[src/rtl/des_pkg.sv]
// Shared constants and types of the data-enable stamping block
package des_pkg;

    // ****************************************************
    // Register offsets
    // ****************************************************
    localparam logic [7:0] DES_OFS_MODE_CTRL = 8'h00;
    localparam logic [7:0] DES_OFS_STAMP_CTRL = 8'h01;
    localparam logic [7:0] DES_OFS_IRQ_A_ROUTE = 8'h02;
    localparam logic [7:0] DES_OFS_PIN_CTRL = 8'h03;
    localparam logic [7:0] DES_OFS_STATUS = 8'h04;

    // ****************************************************
    // Field positions
    // ****************************************************
    // gate_mode_control
    localparam int DES_BIT_TRIGGER_SELECT = 7;
    localparam int DES_BIT_LEVEL_SELECT_A = 6;
    localparam int DES_BIT_LEVEL_SELECT_B = 5;
    // gate_stamp_control
    localparam int DES_BIT_STAMP_AXIS_X = 7;
    localparam int DES_BIT_STAMP_AXIS_Y = 6;
    localparam int DES_BIT_STAMP_AXIS_Z = 5;
    localparam int DES_BIT_STAMP_SENSOR_SELECT = 4;
    localparam int DES_BIT_GATE_EXTEND_ACCEL = 3;
    localparam int DES_BIT_GATE_POLARITY = 2;
    // irq_a_routing
    localparam int DES_BIT_GATE_READY_ROUTE = 7;
    // pin_behaviour_control
    localparam int DES_BIT_IRQ_POLARITY = 5;
    localparam int DES_BIT_IRQ_DRIVE_STYLE = 4;
    // status (read only)
    localparam int DES_BIT_ST_LATCHED = 0;
    localparam int DES_BIT_ST_FIFO_GATING = 1;
    localparam int DES_BIT_ST_GATE_ACTIVE = 2;
    localparam int DES_BIT_ST_WINDOW_PHASE = 3;
    localparam int DES_BIT_ST_PULSE_PENDING = 4;
    localparam int DES_BIT_ST_IRQ_A_LEVEL = 5;
    localparam int DES_BIT_ST_IRQ_B_LEVEL = 6;

    // ****************************************************
    // Reset values
    // ****************************************************
    localparam logic [7:0] DES_RST_MODE_CTRL = 8'h00;
    localparam logic [7:0] DES_RST_STAMP_CTRL = 8'he0;
    localparam logic [7:0] DES_RST_IRQ_A_ROUTE = 8'h00;
    localparam logic [7:0] DES_RST_PIN_CTRL = 8'h00;
    localparam logic DES_RST_WINDOW_PHASE = 1'b1;

    // ****************************************************
    // Types
    // ****************************************************
    // Gate mode, coded as {trigger_select, level_select_a, level_select_b}
    typedef enum logic [2:0] {
        DES_MODE_OFF = 3'b000,
        DES_MODE_EDGE = 3'b100,
        DES_MODE_LEVEL = 3'b010,
        DES_MODE_LATCHED = 3'b011,
        DES_MODE_FIFO_GATING = 3'b110
    } des_mode_type;

    // One three-axis sample
    typedef struct packed {
        logic [15:0] x;
        logic [15:0] y;
        logic [15:0] z;
    } des_axes_type;

    // Axis selection for stamping
    typedef struct packed {
        logic x;
        logic y;
        logic z;
    } des_axis_sel_type;

endpackage

[src/rtl/des_stamp.sv]
// Data-enable stamping and FIFO gating on the motion sample path
//
// Behaviour
// Latched stamping mode when both level selects are 1 and trigger select 0.
// Latched mode: stamp LSB 0, and 1 only on first sample after a pulse.
// Gate level taken once just before each update; later changes wait.
// Host keeps accel and gyro at equal rate, or gyro off, when extended.
// Latched mode with ready routing: pulse pin A on first stamped sample.
// FIFO-gating mode when trigger select and level select A are 1, B 0.
// FIFO-gating mode: FIFO writes only while sampled gate is active.
// FIFO-gating mode: stamp 0 on odd windows, 1 on even, toggling.
// Host sets gyro batch rate equal to gyro output rate in gating mode.
// Host sets accel batch rate equal to accel output rate when extended.
// Host keeps configuration-change FIFO entries disabled in gating mode.
// Host sets timestamp batch decimation field to 00 in gating mode.
// Stamp only selected axes, of gyro (select 0) or accel (select 1).
// After reset stamping targets all three gyro axes.
// Polarity 0: pins idle low, high on event; 1: idle high, low on event.
// Drive style 0: both levels driven; 1: only active level driven.
// Any gate mode makes pin B an input carrying the gate signal.
// Gate input active low by default, active high with polarity bit set.
// Gate acts on gyro only unless the accel extension bit is 1.
// Gate input synchronised; pulse is inactive-to-active between samples.
//
// The address-and-strobe port and the address map were left to the implementer.
`timescale 1ns/1ns
module des_stamp
    import des_pkg::*;
(
    input wire logic i_ref_clk,
    input wire logic i_nrst,
    // Register port
    input wire logic [7:0] i_addr,
    input wire logic [7:0] i_wdata,
    input wire logic i_wr,
    input wire logic i_rd,
    output logic [7:0] o_rdata,
    // Sample path in
    input wire logic i_g_update,
    input wire des_axes_type i_g_data,
    input wire logic i_xl_update,
    input wire des_axes_type i_xl_data,
    // Sample path out
    output logic o_g_valid,
    output des_axes_type o_g_data,
    output logic o_g_fifo_wr,
    output logic o_xl_valid,
    output des_axes_type o_xl_data,
    output logic o_xl_fifo_wr,
    // Interrupt pin A
    input wire logic i_irq_pin_a_in,
    output logic o_irq_pin_a_out,
    output logic o_irq_pin_a_oe_n,
    // Interrupt pin B, also the sample_gate_input
    input wire logic i_irq_b_event,
    input wire logic i_irq_pin_b_in,
    output logic o_irq_pin_b_out,
    output logic o_irq_pin_b_oe_n
);

    // ****************************************************
    // Functions
    // ****************************************************
    // Decode mode bits; unlisted codes act as gate off
    function automatic des_mode_type des_decode_mode(input logic [7:0] ctrl);
        logic [2:0] code;
        code = {ctrl[DES_BIT_TRIGGER_SELECT], ctrl[DES_BIT_LEVEL_SELECT_A],
                ctrl[DES_BIT_LEVEL_SELECT_B]};
        unique case (code)
            3'b000: des_decode_mode = DES_MODE_OFF;
            3'b100: des_decode_mode = DES_MODE_EDGE;
            3'b010: des_decode_mode = DES_MODE_LEVEL;
            3'b011: des_decode_mode = DES_MODE_LATCHED;
            3'b110: des_decode_mode = DES_MODE_FIFO_GATING;
            default: des_decode_mode = DES_MODE_OFF;
        endcase
    endfunction

    // Replace LSB of the selected axes with the stamp bit
    function automatic des_axes_type des_apply_stamp(
        input des_axes_type data,
        input des_axis_sel_type sel,
        input logic en,
        input logic stamp
    );
        des_axes_type res;
        res = data;
        if (en && sel.x)
            res.x[0] = stamp;
        if (en && sel.y)
            res.y[0] = stamp;
        if (en && sel.z)
            res.z[0] = stamp;
        des_apply_stamp = res;
    endfunction

    // Pin level and enable from event, polarity and drive style
    function automatic logic [1:0] des_pin_drive(
        input logic event_on,
        input logic pol,
        input logic style
    );
        logic lvl;
        logic oe_n;
        lvl = event_on ^ pol;
        oe_n = style & ~event_on;
        des_pin_drive = {lvl, oe_n};
    endfunction

    // ****************************************************
    // Registers
    // ****************************************************
    logic [7:0] mode_ctrl_q;
    logic [7:0] stamp_ctrl_q;
    logic [7:0] irq_a_route_q;
    logic [7:0] pin_ctrl_q;
    logic [7:0] rdata_q;
    logic gate_sync1_q;
    logic gate_sync2_q;
    logic gate_prev_q;
    logic pulse_pend_q;
    logic pulse_pend_d;
    logic window_prev_q;
    logic window_phase_q;
    logic window_phase_d;
    logic g_valid_q;
    logic xl_valid_q;
    logic g_fifo_wr_q;
    logic xl_fifo_wr_q;
    des_axes_type g_data_q;
    des_axes_type xl_data_q;
    logic ready_pulse_q;
    logic irq_a_out_q;
    logic irq_a_oe_n_q;
    logic irq_b_out_q;
    logic irq_b_oe_n_q;

    // ****************************************************
    // Decoded controls
    // ****************************************************
    des_mode_type mode;
    logic gate_mode_on;
    logic is_latched;
    logic is_fifo_gating;
    logic extend_accel;
    logic sensor_is_accel;
    des_axis_sel_type axis_sel;
    logic gate_active;
    logic gate_pulse;
    logic any_update;
    logic latched_stamp;
    logic new_window;
    logic g_stamp_en;
    logic xl_stamp_en;
    logic [1:0] pin_a_drv;
    logic [1:0] pin_b_drv;

    assign mode = des_decode_mode(mode_ctrl_q);
    assign gate_mode_on = (mode != DES_MODE_OFF);
    assign is_latched = (mode == DES_MODE_LATCHED);
    assign is_fifo_gating = (mode == DES_MODE_FIFO_GATING);
    assign extend_accel = stamp_ctrl_q[DES_BIT_GATE_EXTEND_ACCEL];
    assign sensor_is_accel = stamp_ctrl_q[DES_BIT_STAMP_SENSOR_SELECT];
    assign axis_sel = '{x: stamp_ctrl_q[DES_BIT_STAMP_AXIS_X],
                        y: stamp_ctrl_q[DES_BIT_STAMP_AXIS_Y],
                        z: stamp_ctrl_q[DES_BIT_STAMP_AXIS_Z]};

    // Active level after polarity; default active low
    assign gate_active = stamp_ctrl_q[DES_BIT_GATE_POLARITY] ? gate_sync2_q
                                                               : ~gate_sync2_q;
    // Inactive-to-active between two synchronised samples
    assign gate_pulse = gate_active & ~gate_prev_q;

    // Gyro and accel share one rate when extended, so either update samples the gate
    assign any_update = i_g_update | i_xl_update;

    // A pulse in the update cycle itself is already seen by that update
    assign latched_stamp = pulse_pend_q | (gate_pulse & gate_mode_on);

    // A window opens on the first update that sees the gate active
    assign new_window = any_update & gate_active & ~window_prev_q;

    // Stamp gyro unless accel picked; accel only with extension
    assign g_stamp_en = (is_latched | is_fifo_gating) & ~sensor_is_accel;
    assign xl_stamp_en = (is_latched | is_fifo_gating) & sensor_is_accel
                         & extend_accel;

    // Pin drive decode for both interrupt pins
    assign pin_a_drv = des_pin_drive(ready_pulse_q, pin_ctrl_q[DES_BIT_IRQ_POLARITY],
                                     pin_ctrl_q[DES_BIT_IRQ_DRIVE_STYLE]);
    assign pin_b_drv = des_pin_drive(i_irq_b_event, pin_ctrl_q[DES_BIT_IRQ_POLARITY],
                                     pin_ctrl_q[DES_BIT_IRQ_DRIVE_STYLE]);

    // ****************************************************
    // Register writes
    // ****************************************************
    // Control registers; stamp control resets to all gyro axes
    always_ff @(posedge i_ref_clk or negedge i_nrst)
    begin
        if (!i_nrst)
        begin
            mode_ctrl_q <= DES_RST_MODE_CTRL;
            stamp_ctrl_q <= DES_RST_STAMP_CTRL;
            irq_a_route_q <= DES_RST_IRQ_A_ROUTE;
            pin_ctrl_q <= DES_RST_PIN_CTRL;
        end
        else if (i_wr)
        begin
            unique case (i_addr)
                DES_OFS_MODE_CTRL: mode_ctrl_q <= i_wdata;
                DES_OFS_STAMP_CTRL: stamp_ctrl_q <= i_wdata;
                DES_OFS_IRQ_A_ROUTE: irq_a_route_q <= i_wdata;
                DES_OFS_PIN_CTRL: pin_ctrl_q <= i_wdata;
                default: ; // Status is read only; unmapped writes dropped
            endcase
        end
    end

    // ****************************************************
    // Register reads
    // ****************************************************
    // Read data valid for exactly one cycle; zero otherwise
    always_ff @(posedge i_ref_clk or negedge i_nrst)
    begin
        if (!i_nrst)
            rdata_q <= 8'h00;
        else if (i_rd)
        begin
            unique case (i_addr)
                DES_OFS_MODE_CTRL: rdata_q <= mode_ctrl_q;
                DES_OFS_STAMP_CTRL: rdata_q <= stamp_ctrl_q;
                DES_OFS_IRQ_A_ROUTE: rdata_q <= irq_a_route_q;
                DES_OFS_PIN_CTRL: rdata_q <= pin_ctrl_q;
                DES_OFS_STATUS:
                begin
                    rdata_q <= 8'h00;
                    rdata_q[DES_BIT_ST_LATCHED] <= is_latched;
                    rdata_q[DES_BIT_ST_FIFO_GATING] <= is_fifo_gating;
                    rdata_q[DES_BIT_ST_GATE_ACTIVE] <= window_prev_q;
                    rdata_q[DES_BIT_ST_WINDOW_PHASE] <= window_phase_q;
                    rdata_q[DES_BIT_ST_PULSE_PENDING] <= pulse_pend_q;
                    rdata_q[DES_BIT_ST_IRQ_A_LEVEL] <= i_irq_pin_a_in;
                    rdata_q[DES_BIT_ST_IRQ_B_LEVEL] <= i_irq_pin_b_in;
                end
                default: rdata_q <= 8'h00;
            endcase
        end
        else
            rdata_q <= 8'h00;
    end

    // ****************************************************
    // Gate input synchroniser
    // ****************************************************
    // Two flops; only the second feeds logic, a third gives the prior sample
    always_ff @(posedge i_ref_clk or negedge i_nrst)
    begin
        if (!i_nrst)
        begin
            gate_sync1_q <= 1'b0;
            gate_sync2_q <= 1'b0;
            gate_prev_q <= 1'b0;
        end
        else
        begin
            gate_sync1_q <= i_irq_pin_b_in;
            gate_sync2_q <= gate_sync1_q;
            gate_prev_q <= gate_active;
        end
    end

    // ****************************************************
    // Latched pulse capture
    // ****************************************************
    // Held until the next update; short pulses between updates are not lost
    always_comb
    begin
        pulse_pend_d = pulse_pend_q;
        if (!is_latched)
            pulse_pend_d = 1'b0;
        else if (any_update)
            pulse_pend_d = 1'b0;
        else if (gate_pulse)
            pulse_pend_d = 1'b1;
    end

    always_ff @(posedge i_ref_clk or negedge i_nrst)
    begin
        if (!i_nrst)
            pulse_pend_q <= 1'b0;
        else
            pulse_pend_q <= pulse_pend_d;
    end

    // ****************************************************
    // FIFO gating windows
    // ****************************************************
    // Phase restarts on mode entry, so the first window is odd and stamps 0
    always_comb
    begin
        window_phase_d = window_phase_q;
        if (!is_fifo_gating)
            window_phase_d = DES_RST_WINDOW_PHASE;
        else if (new_window)
            window_phase_d = ~window_phase_q;
    end

    // Gate level as sampled at the last update
    always_ff @(posedge i_ref_clk or negedge i_nrst)
    begin
        if (!i_nrst)
        begin
            window_prev_q <= 1'b0;
            window_phase_q <= DES_RST_WINDOW_PHASE;
        end
        else
        begin
            if (any_update)
            begin
                window_prev_q <= gate_active;
            end
            window_phase_q <= window_phase_d;
        end
    end

    // ****************************************************
    // Sample output stage
    // ****************************************************
    // Gyro path; FIFO write gated by the gate level taken at this update
    always_ff @(posedge i_ref_clk or negedge i_nrst)
    begin
        if (!i_nrst)
        begin
            g_valid_q <= 1'b0;
            g_fifo_wr_q <= 1'b0;
            g_data_q <= '0;
        end
        else
        begin
            g_valid_q <= i_g_update;
            g_fifo_wr_q <= i_g_update & (~is_fifo_gating | gate_active);
            if (i_g_update)
            begin
                g_data_q <= des_apply_stamp(i_g_data, axis_sel, g_stamp_en,
                                            is_latched ? latched_stamp
                                                       : window_phase_d);
            end
        end
    end

    // Accel path; gating only when the extension bit is set
    always_ff @(posedge i_ref_clk or negedge i_nrst)
    begin
        if (!i_nrst)
        begin
            xl_valid_q <= 1'b0;
            xl_fifo_wr_q <= 1'b0;
            xl_data_q <= '0;
        end
        else
        begin
            xl_valid_q <= i_xl_update;
            xl_fifo_wr_q <= i_xl_update
                            & (~(is_fifo_gating & extend_accel) | gate_active);
            if (i_xl_update)
            begin
                xl_data_q <= des_apply_stamp(i_xl_data, axis_sel, xl_stamp_en,
                                             is_latched ? latched_stamp
                                                        : window_phase_d);
            end
        end
    end

    // ****************************************************
    // Gate ready pulse
    // ****************************************************
    // One cycle, aligned with the output of the first stamped sample
    always_ff @(posedge i_ref_clk or negedge i_nrst)
    begin
        if (!i_nrst)
            ready_pulse_q <= 1'b0;
        else
            ready_pulse_q <= is_latched & any_update & latched_stamp
                             & irq_a_route_q[DES_BIT_GATE_READY_ROUTE];
    end

    // ****************************************************
    // Interrupt pins
    // ****************************************************
    // Registered one cycle after the pulse, so the pin trails data by a cycle
    always_ff @(posedge i_ref_clk or negedge i_nrst)
    begin
        if (!i_nrst)
        begin
            irq_a_out_q <= 1'b0;
            irq_a_oe_n_q <= 1'b0;
            irq_b_out_q <= 1'b0;
            irq_b_oe_n_q <= 1'b0;
        end
        else
        begin
            irq_a_out_q <= pin_a_drv[1];
            irq_a_oe_n_q <= pin_a_drv[0];
            irq_b_out_q <= pin_b_drv[1];
            // Pin B turns to input in every gate mode
            irq_b_oe_n_q <= gate_mode_on | pin_b_drv[0];
        end
    end

    // ****************************************************
    // Outputs
    // ****************************************************
    assign o_rdata = rdata_q;
    assign o_g_valid = g_valid_q;
    assign o_g_data = g_data_q;
    assign o_g_fifo_wr = g_fifo_wr_q;
    assign o_xl_valid = xl_valid_q;
    assign o_xl_data = xl_data_q;
    assign o_xl_fifo_wr = xl_fifo_wr_q;
    assign o_irq_pin_a_out = irq_a_out_q;
    assign o_irq_pin_a_oe_n = irq_a_oe_n_q;
    assign o_irq_pin_b_out = irq_b_out_q;
    assign o_irq_pin_b_oe_n = irq_b_oe_n_q;

endmodule

[config.mk]
export PLATFORM = sky130hd
export DESIGN_NAME = des_stamp
export DESIGN_NICKNAME = d
export VERILOG_FILES = /design/src/rtl/des_pkg.sv /design/src/rtl/des_stamp.sv
export SDC_FILE = /design/constraint.sdc
export NUM_CORES = 1
export LEC_CHECK = 0
export BUFFER_PORTS_ARGS = -buffer_cell sky130_fd_sc_hd__buf_2
export CAP_MARGIN = 20
export CELL_PAD_IN_SITES_DETAIL_PLACEMENT = 0
export CELL_PAD_IN_SITES_GLOBAL_PLACEMENT = 2
export CORE_ASPECT_RATIO = 1.1
export CORE_MARGIN = 2
export CORE_UTILIZATION = 34
export DETAILED_ROUTE_END_ITERATION = 10
export GPL_TIMING_DRIVEN = 0
export PLACE_DENSITY_LB_ADDON = 0.1
export SYNTH_ARGS = -nofsm -noshare
export SYNTH_HDL_FRONTEND = slang
export SYNTH_SLANG_ARGS = --single-unit
[constraint.sdc]
create_clock -name i_ref_clk -period 5.5 [get_ports i_ref_clk]
set_clock_uncertainty 0.2 [all_clocks]
set_input_delay 1.1 -clock i_ref_clk [delete_from_list [all_inputs] [get_ports i_ref_clk]]
set_output_delay 1.1 -clock i_ref_clk [all_outputs]
set_load 0.01 [all_outputs]
==> flow_summary_export.csv, run 1 <==
group,metric,value,unit
cells_and_area,final_util,46.6,%
sta,slew_headroom,42.1,%
sta,drv_slew,0,
global_route,grt_start_max_net_pins,80,
floorplanning,rows,51,
place,place_congestion,0.724,
critical_path,crit_fanout,8,
synth,synth_fa_ha_area_share,0,%
synth,synth_xor_area_share,0.576,%
cells_and_area,fin_cells,906,
critical_path,end_kind,"flip-flop",
sta,worstMarginPinSlew,0.860,ns
drt,drtPass1Iterations,4,
synth,synthMuxAreaShare,25.9,%
synth,synth_top_family_by_area,"multiplexers",
cells_and_area,post-route-cell-area,8200,sq um
run,cap_violations,0,
critical_path,crit_arrival,2.82,ns
critical_path,worstReg2RegStart,"stamp_ctrl_q[2]$_DFFE_PN0P_",
power_and_ir_drop,p_leak,0.00394,uW
synth,synth-simple-area-share,5.87,%
place,placed_area,7560,sq um
clock_tree,cts_hold_buf,0,
clock_tree,clk_pin_slew_worst_paths,0.06,ns
power_and_ir_drop,vdd_drop_max,0.000225,V
synth,syn_nets,525,
clock_tree,cts_sinks,151,
cells_and_area,drive_above_1_share,59.9,%
critical_path,path_class,"input port to flip-flop",
sta,hold_viol,0,
synth,yosysUniqueCellTypes,41,
clock_tree,numCtsBuffers,17,
cells_and_area,insertedDiodeCount,0,
global_route,antenna_found_initial,0,
drt,drt_iter0_drc,147,
sta,min_period,2.72,ns
global_route,grt_pass1_vias,4448,
synth,ys.warnings.count,0,
critical_path,required,5.60,ns
global_route,grt_pass1_wl,23.5,mm
critical_path,startpoint_type,"input port",
synth,synth-seq-cells,151,
place,port_buffers,231,
synth,postSynthAreaPerCell,15.0,sq um
floorplanning,core_area,17600,sq um
drt,drc,0,
clock_tree,cts_tree,"built",
clock_tree,root_buffer,"clkbuf_16",
synth,synth_area,6080,sq um
clock_tree,cts_max_level,4,
sta,period_share,49.4,%
clock_tree,post_cts_buffers,0,
global_route,gr-total-overflow,0,
clock_tree,cts_buffer_depth,2,
critical_path,crit_path_start,"i_addr[7]",
sta,setup_violations,0,
floorplanning,dieHeight,144,microns
min_path,hold_class,"flip-flop to flip-flop",
status,outcome,"finished, final reports clean",
drt,vias_per_cell,4.63,
clock_tree,cts_resized,0,
synth,synth-seq-area-share,62.3,%
sta,whs,0.150,ns
sta,rsz0062_at_grt,"no",
clock_tree,insertion_delay,0.41,ns
place,dp_cells,874,
synth,synthCells,404,
cells_and_area,fin_nets,776,
min_path,hold_path.startpoint,"gate_sync1_q$_DFF_PN0_",
synth,synth_compound_area_share,3.73,%
power_and_ir_drop,cellPowerDensity,346,nW/um^2
cells_and_area,syn_to_final_growth,35.0,%
global_route,grt_use_total,16.0,%
floorplanning,io_pins,233,
drt,wire_per_inst,16.2,microns
floorplanning,start_util,34.5,%
floorplanning,die_w,131,microns
place,dp_hpwl,10.9,mm
sta,fin_tns_setup,0,ns
sta,fmax,368,MHz
drt,dr_total_vias,4191,
drt,wl,14.7,mm
floorplanning,dieArea,19000,sq um
drt,final_antenna_net_count,0,
## logic make-up (layout without fill, tap and decap cells)
logic type	after synthesis	count (layout)
buffers and inverters	22	286
and+or+nand+nor	58	58
AOI/OAI and AO/OA	34	34
xor gates and xnor gates	4	4
muxes	135	135
DFF	151	151
## layout by cell type, fill, tap and decap left out, types with 5 or more instances in the layout
cell type	Yosys	routed
nand2_1	7	7
a21oi_1	9	9
o21ai_0	5	5
inv_1	5	5
buf_2	1	231
buf_1	11	11
nor2b_1	6	6
clkbuf_1	3	6
nand2b_1	6	6
clkbuf_16	0	17
mux2i_1	8	8
mux2_4	8	8
bufinv_16	0	5
mux2_2	116	116
nor2_1	16	16
dfrtp_1	147	147
## synth_stat cells (all sizes together)
master | n | area [sq um]
nand3b | 3 | 22.5
nor3 | 5 | 40.0
inv | 5 | 18.8
nand3 | 4 | 20.0
o31ai | 4 | 30.0
and3 | 1 | 6.26
o211ai | 1 | 7.51
buf | 13 | 57.6
a21oi | 9 | 45.0
and3b | 2 | 17.5
nor4 | 2 | 27.5
a31oi | 3 | 18.8
a22oi | 2 | 15.0
dfrtp | 147 | 3680
nand4bb | 1 | 27.5
nand2 | 7 | 26.3
mux4 | 3 | 67.6
o31a | 1 | 8.76
or3 | 2 | 12.5
nor2b | 6 | 37.5
nand2b | 6 | 37.5
dfstp | 4 | 105
mux2i | 8 | 80.1
mux2 | 124 | 1430
a211oi | 1 | 7.51
and2 | 1 | 6.26
xor2 | 4 | 35.0
o2bb2ai | 3 | 26.3
nor2 | 16 | 60.1
a311oi | 2 | 17.5
o22a | 2 | 17.5
nor3b | 2 | 15.0
o21ai | 5 | 25.0
a21boi | 1 | 7.51
clkbuf | 4 | 25.0
## worst paths after layout
path | end | slack (ns) | cells past startpoint
max reg2reg | o_g_data[0]$_DFFE_PN0P_ | 3.20 | 4
min reg2reg | gate_sync2_q$_DFF_PN0_ | 0.15 | 0
max | irq_a_route_q[7]$_DFFE_PN0P_ | 2.78 | 5
min | gate_sync2_q$_DFF_PN0_ | 0.15 | 0
min in group asynchronous | irq_a_route_q[3]$_DFFE_PN0P_ | 0.48 | 1
max in group asynchronous | o_g_data[35]$_DFFE_PN0P_ | 3.78 | 2
## routing by layer
| metal | up-vias | share of wire (%) | wire length (microns) | GRT usage (%) |
|---|---|---|---|---|
| li1 | 1949 | - | - | - |
| met1 | 2061 | 41 | 6030 | 19.2 |
| met2 | 159 | 48 | 7130 | 25.9 |
| met3 | 22 | 8.1 | 1190 | 5.96 |
| met4 | 0 | 2.4 | 347 | 7.04 |
| met5 | - | 0 | 0 | 0 |
## critical path: stages
cell,delay (ns)
buf_2,0.11
nor4_4,0.34
nand4bb_4,0.18
nor3_2,0.67
mux2_2,0.42
## per-stage QoR
stage	setup WS (ns)	total power (uW)
2_1_floorplan	2.83	1420
3_3_place_gp	0.912	1590
3_5_place_dp	2.31	1600
4_1_cts	2.75	2880
5_1_grt	2.54	2970
6_report	2.78	2830
## area by class of cell
cell class	count	area, sq um
Multi-Input combinational cell	231	2190
Tap cell	238	298
Inverter	5	18.8
Fill cell	1681	9410
Timing Repair Buffer	232	1190
Clock buffer	20	437
Clock inverter	12	201
Buffer	17	82.6
Sequential cell	151	3780
## report_power, final
group	switching, uW	total, uW	internal [uW]
clock	453	1260	805
sequential	44.5	1240	1200
combinational	163	332	170
total	660	2830	2170
## flip-flops by register name, indices dropped and copies added, names as in the netlist
name              count
mode_ctrl_q           8
o_xl_valid            1
gate_sync2_q          1
o_irq_pin_a_out       1
o_irq_pin_b_out       1
o_g_fifo_wr           1
pin_ctrl_q            8
window_prev_q         1
ready_pulse_q         1
o_g_valid             1
gate_sync1_q          1
o_rdata               8
pulse_pend_q          1
irq_a_route_q         8
window_phase_q        1
o_irq_pin_a_oe_n      1
stamp_ctrl_q          8
o_irq_pin_b_oe_n      1
gate_prev_q           1
o_xl_fifo_wr          1
o_xl_data            48
o_g_data             48
(Power assumes the default switching activity.)
==> inputs of run 2 (changes only) <==
--- a/config.mk
+++ b/config.mk
@@ -11,7 +11,7 @@
 export CELL_PAD_IN_SITES_GLOBAL_PLACEMENT = 2
 export CORE_ASPECT_RATIO = 1.1
 export CORE_MARGIN = 2
-export CORE_UTILIZATION = 34
+export CORE_UTILIZATION = 29
 export DETAILED_ROUTE_END_ITERATION = 10
 export GPL_TIMING_DRIVEN = 0
 export PLACE_DENSITY_LB_ADDON = 0.1
==> constraint.sdc (replaced) <==
create_clock -name i_ref_clk -period 2.2 [get_ports i_ref_clk]
set_clock_uncertainty 0.2 [all_clocks]
set_input_delay 0.44 -clock i_ref_clk [delete_from_list [all_inputs] [get_ports i_ref_clk]]
set_output_delay 0.44 -clock i_ref_clk [all_outputs]
set_load 0.01 [all_outputs]
==> flow_summary_export.csv, run 2 (same netlist as run 1, synthesis figures left out) <==
group,metric,value,unit
status,outcome,"finished, final reports clean",
floorplanning,rows,55,
clock_tree,cts_sinks,151,
power_and_ir_drop,power_frac_comb,12.2,%
drt,drc,0,
cells_and_area,fillers,1992,
min_path,hold_path.startpoint,"i_g_data[47]",
power_and_ir_drop,p_leak,0.00395,uW
critical_path,crit_path_start,"i_addr[7]",
cells_and_area,syn_to_final_growth,35.6,%
sta,hold_viol,0,
floorplanning,die_w,142,microns
power_and_ir_drop,p_int,5240,uW
clock_tree,insertion_delay,0.41,ns
clock_tree,clk_pin_slew_worst_paths,0.06,ns
sta,setup_violations,0,
critical_path,path_cells,"buf_2, nor4_4, nand4bb_4, nor3_2, mux2_2",
critical_path,critPathMaxStageDelay,0.72,ns
place,dp_cells,892,
cells_and_area,fin_nets,781,
critical_path,end_kind,"flip-flop",
place,place_congestion,0.695,
drt,final_antenna_net_count,0,
drt,wl,15.6,mm
clock_tree,cts_buffer_depth,2,
power_and_ir_drop,cellPowerDensity,838,nW/um^2
global_route,gr-total-overflow,0,
sta,min_period,2.12,ns
global_route,grt_pass1_vias,4668,
clock_tree,post_cts_buffers,0,
place,dp_hpwl,11.6,mm
power_and_ir_drop,switching_share,24.1,%
floorplanning,start_util,29.5,%
clock_tree,root_buffer,"clkbuf_16",
power_and_ir_drop,pwr-share-seq,45.0,%
sta,drv_slew,0,
drt,vias_per_cell,4.57,
critical_path,worstReg2RegStart,"stamp_ctrl_q[2]$_DFFE_PN0P_",
clock_tree,numCtsBuffers,17,
sta,worstMarginPinSlew,0.916,ns
floorplanning,dieArea,22100,sq um
global_route,antenna_found_initial,2,
global_route,grt_use_total,14.5,%
drt,dr_total_vias,4242,
sta,slew_headroom,38.6,%
drt,wire_per_inst,16.8,microns
power_and_ir_drop,netSwitchingPower,1660,uW
min_path,hold_class,"input port to flip-flop",
cells_and_area,final_cell_mix,"buf_2, dfrtp_1, mux2_2",
run,cap_violations,0,
critical_path,required,2.29,ns
critical_path,cp_slowest_cell,"nor3_2",
sta,fmax,471,MHz
cells_and_area,layout_commonest_cell,"buf_2",
cells_and_area,fin_cells,929,
sta,rsz0062_at_grt,"no",
clock_tree,cts_tree,"built",
drt,drt_iter0_drc,118,
power_and_ir_drop,vdd_drop_max,0.000482,V
floorplanning,core_area,20600,sq um
critical_path,startpoint_type,"input port",
global_route,grt_pass1_wl,24.8,mm
floorplanning,io_pins,233,
critical_path,crit_fanout,8,
power_and_ir_drop,p_total,6910,uW
floorplanning,dieHeight,156,microns
sta,period_share,96.4,%
cells_and_area,drive_above_1_share,59.7,%
clock_tree,cts_max_level,4,
critical_path,crit_arrival,2.21,ns
drt,drtPass1Iterations,4,
power_and_ir_drop,p_clk_share,42.8,%
global_route,grt_start_max_net_pins,88,
place,port_buffers,231,
critical_path,path_class,"input port to flip-flop",
## run 2: changes by cell type in the layout (fill, tap and decap cells not counted), moves of 2 or more
cell           delta
clkinv_4          -3
dlygate4sd3_1     +5
bufinv_16         -2
inv_6             +3
## run 2: repair_timing
action	in CTS	in global routing
setup endpoints to repair	6	0
endpoints found under the hold margin	64	0
hold buffers	5	0
gates resized for setup	1	0
## run 2: worst paths after layout
kind | slack, ns | to | depth (start not counted)
max in group asynchronous | 0.55 | o_xl_data[9]$_DFFE_PN0P_ | 3
min | 0.05 | o_g_data[47]$_DFFE_PN0P_ | 2
max reg2reg | 0.15 | o_g_data[16]$_DFFE_PN0P_ | 4
min in group asynchronous | 0.40 | pin_ctrl_q[3]$_DFFE_PN0P_ | 2
max | 0.08 | irq_a_route_q[7]$_DFFE_PN0P_ | 5
min reg2reg | 0.15 | gate_sync2_q$_DFF_PN0_ | 0
## run 2: worst max-delay path: cells and delay by family
family,cells,cell delay [ns]
buffers and inverters,1,0.11
muxes,1,0.41
and+or+nand+nor,3,1.25
## run 2: metal layers
layer	part of all wire [%]	GRT usage [%]	wire length [microns]	up-vias
li1	-	-	-	1959
met1	42	17.3	6590	2091
met2	48	23.9	7450	171
met3	8.6	5.74	1340	19
met4	1.6	4.95	257	2
met5	0.045	0	7	-
## run 2: final cells by class
type | count | area, sq um | area share [%]
antenna | 1 | 2.50 | 0.0304
buffer | 17 | 82.6 | 1.00
clock buffer | 20 | 447 | 5.42
clock inverter | 11 | 146 | 1.78
inverter | 5 | 18.8 | 0.228
multi-input combinational | 231 | 2200 | 26.7
sequential | 151 | 3780 | 45.9
tap | 256 | 320 | 3.89
timing repair buffer | 237 | 1240 | 15.1
## run 2: power by group through the flow
stage	registers [uW]	clock network, uW	logic (uW)
final	3110	2950	844
after global routing	3140	3180	932
after CTS	3110	3050	865
after detailed placement	3160	0	856
after global placement	3150	0	835
after floorplan	3240	0	312
## run 2: through the flow
step / hold WS, ns / utilization [%] / TNS [ns] / cell area [sq um] / setup slack [ns]
global route: 0.0338 / 40.0 / 0 / 8240 / 0.00553
floorplan: -0.0556 / - / 0 / 6080 / 0.186
CTS: 0.0288 / 40.0 / 0 / 8240 / 0.0616
finish: 0.0537 / 40.0 / 0 / 8240 / 0.0787
detailed placement: 0.142 / 36.9 / -10.16 / 7590 / -0.390
global placement: 0.132 / 36.7 / -268.56 / 7550 / -1.76
==> inputs of run 3 (changes only) <==
--- a/config.mk
+++ b/config.mk
@@ -15,6 +15,7 @@
 export DETAILED_ROUTE_END_ITERATION = 10
 export GPL_TIMING_DRIVEN = 0
 export PLACE_DENSITY_LB_ADDON = 0.1
+export SETUP_SLACK_MARGIN = 0.15
 export SYNTH_ARGS = -nofsm -noshare
 export SYNTH_HDL_FRONTEND = slang
 export SYNTH_SLANG_ARGS = --single-unit
==> flow_summary_export.csv, run 3 (same netlist as run 1, synthesis figures left out) <==
group,metric,value,unit
global_route,grt_start_max_net_pins,88,
cells_and_area,fin_nets,782,
floorplanning,dieHeight,156,microns
place,port_buffers,231,
power_and_ir_drop,p_leak,0.00396,uW
drt,drc,0,
critical_path,crit_arrival,2.15,ns
sta,hold_viol,0,
sta,drv_slew,0,
clock_tree,root_buffer,"clkbuf_16",
min_path,hold_class,"input port to flip-flop",
clock_tree,cts_tree,"built",
critical_path,path_class,"input port to flip-flop",
place,placed_area,7590,sq um
clock_tree,clk_pin_slew_worst_paths,0.06,ns
floorplanning,core_area,20600,sq um
critical_path,required,2.29,ns
power_and_ir_drop,cellPowerDensity,837,nW/um^2
cells_and_area,layout_commonest_cell,"buf_2",
place,place_congestion,0.695,
sta,setup_ws,0.143,ns
place,pre_cts_slack,-0.390,ns
floorplanning,die_w,142,microns
sta,min_period,2.06,ns
run,cap_violations,0,
sta,setup_violations,0,
status,outcome,"finished, final reports clean",
clock_tree,insertion_delay,0.41,ns
cells_and_area,syn_to_final_growth,35.8,%
clock_tree,numCtsBuffers,17,
global_route,grt_pass1_vias,4656,
drt,wl,15.6,mm
sta,period_share,93.5,%
drt,drt_iter0_drc,132,
critical_path,crit_fanout,8,
place,dp_hpwl,11.6,mm
sta,rsz0062_at_grt,"yes",
sta,whs,0.0536,ns
global_route,grt_use_total,14.5,%
global_route,gr-total-overflow,0,
drt,drtPass1Iterations,4,
critical_path,end_kind,"flip-flop",
drt,vias_per_cell,4.57,
critical_path,worstReg2RegStart,"stamp_ctrl_q[2]$_DFFE_PN0P_",
global_route,antenna_found_initial,2,
clock_tree,cts_sinks,151,
floorplanning,io_pins,233,
critical_path,crit_path_start,"i_addr[7]",
floorplanning,rows,55,
critical_path,startpoint_type,"input port",
sta,fin_tns_setup,0,ns
clock_tree,cts_buffer_depth,2,
min_path,hold_path.startpoint,"i_g_data[47]",
cells_and_area,final_util,40.1,%
cells_and_area,post-route-cell-area,8250,sq um
sta,fmax,486,MHz
clock_tree,cts_max_level,4,
drt,dr_total_vias,4252,
drt,final_antenna_net_count,0,
power_and_ir_drop,vdd_drop_max,0.000483,V
cells_and_area,final_cell_mix,"buf_2, dfrtp_1, mux2_2",
drt,wire_per_inst,16.8,microns
global_route,grt_pass1_wl,24.8,mm
floorplanning,dieArea,22100,sq um
floorplanning,start_util,29.5,%
sta,worstMarginPinSlew,0.808,ns
sta,slew_headroom,45.8,%
cells_and_area,drive_above_1_share,59.7,%
-- run 3: cell types whose count changed in the layout (fill, tap and decap cells not counted) --
cell / change
nor3_2: -1
buf_4: +1
nor3_4: +1
-- run 3: power breakdown --
part	switching [uW]	internal (uW)
combinational	414	430
sequential	111	3000
clock	1140	1810
-- run 3: timing repair --
| item | in CTS | in global routing |
|---|---|---|
| hold endpoints to repair | 64 | 0 |
| pin swaps | 0 | 1 |
| hold buffers | 5 | 0 |
| buffers inserted | 0 | 1 |
| endpoints found under the setup margin | 23 | 22 |
| resized for setup | 2 | 0 |
-- run 3: cell type report --
type,count,area [sq um]
diodes,1,2.50
plain buffers,17,82.6
clock buffers,20,447
clock inverters,11,146
fillers,1992,12300
inverters,5,18.8
multi-input cells,231,2200
flip-flops and latches,151,3780
well taps,256,320
repair buffers,238,1250
-- run 3: worst max-delay path, stage by stage --
cell and delay [ns]:
buf_2 0.11, nor4_4 0.35, nand4bb_4 0.19, nor3_2 0.65
mux2_2 0.42
-- run 3: worst paths after layout --
path                       slack (ns)                    endpoint  cells after the start
min in group asynchronous        0.39   pin_ctrl_q[3]$_DFFE_PN0P_                      2
min reg2reg                      0.15      gate_sync2_q$_DFF_PN0_                      0
min                              0.05    o_g_data[47]$_DFFE_PN0P_                      2
max reg2reg                      0.33    o_g_data[16]$_DFFE_PN0P_                      5
max                              0.14  mode_ctrl_q[2]$_DFFE_PN0P_                      5
max in group asynchronous        0.55    o_xl_data[9]$_DFFE_PN0P_                      3
-- run 3: per-layer routing --
metal	track usage [%]	share of wire (%)	up-vias
met2	23.9	48	173
met1	17.4	42	2097
li1	-	-	1961
met3	5.68	8.8	19
met4	4.90	1.6	2
met5	0	0.083	-
-- run 3: stage by stage --
stage          cells  power, uW
2_1_floorplan    404       3550
5_1_grt          929       7250
6_report         930       6900
3_5_place_dp     892       4020
4_1_cts          928       7030
3_3_place_gp     891       3990
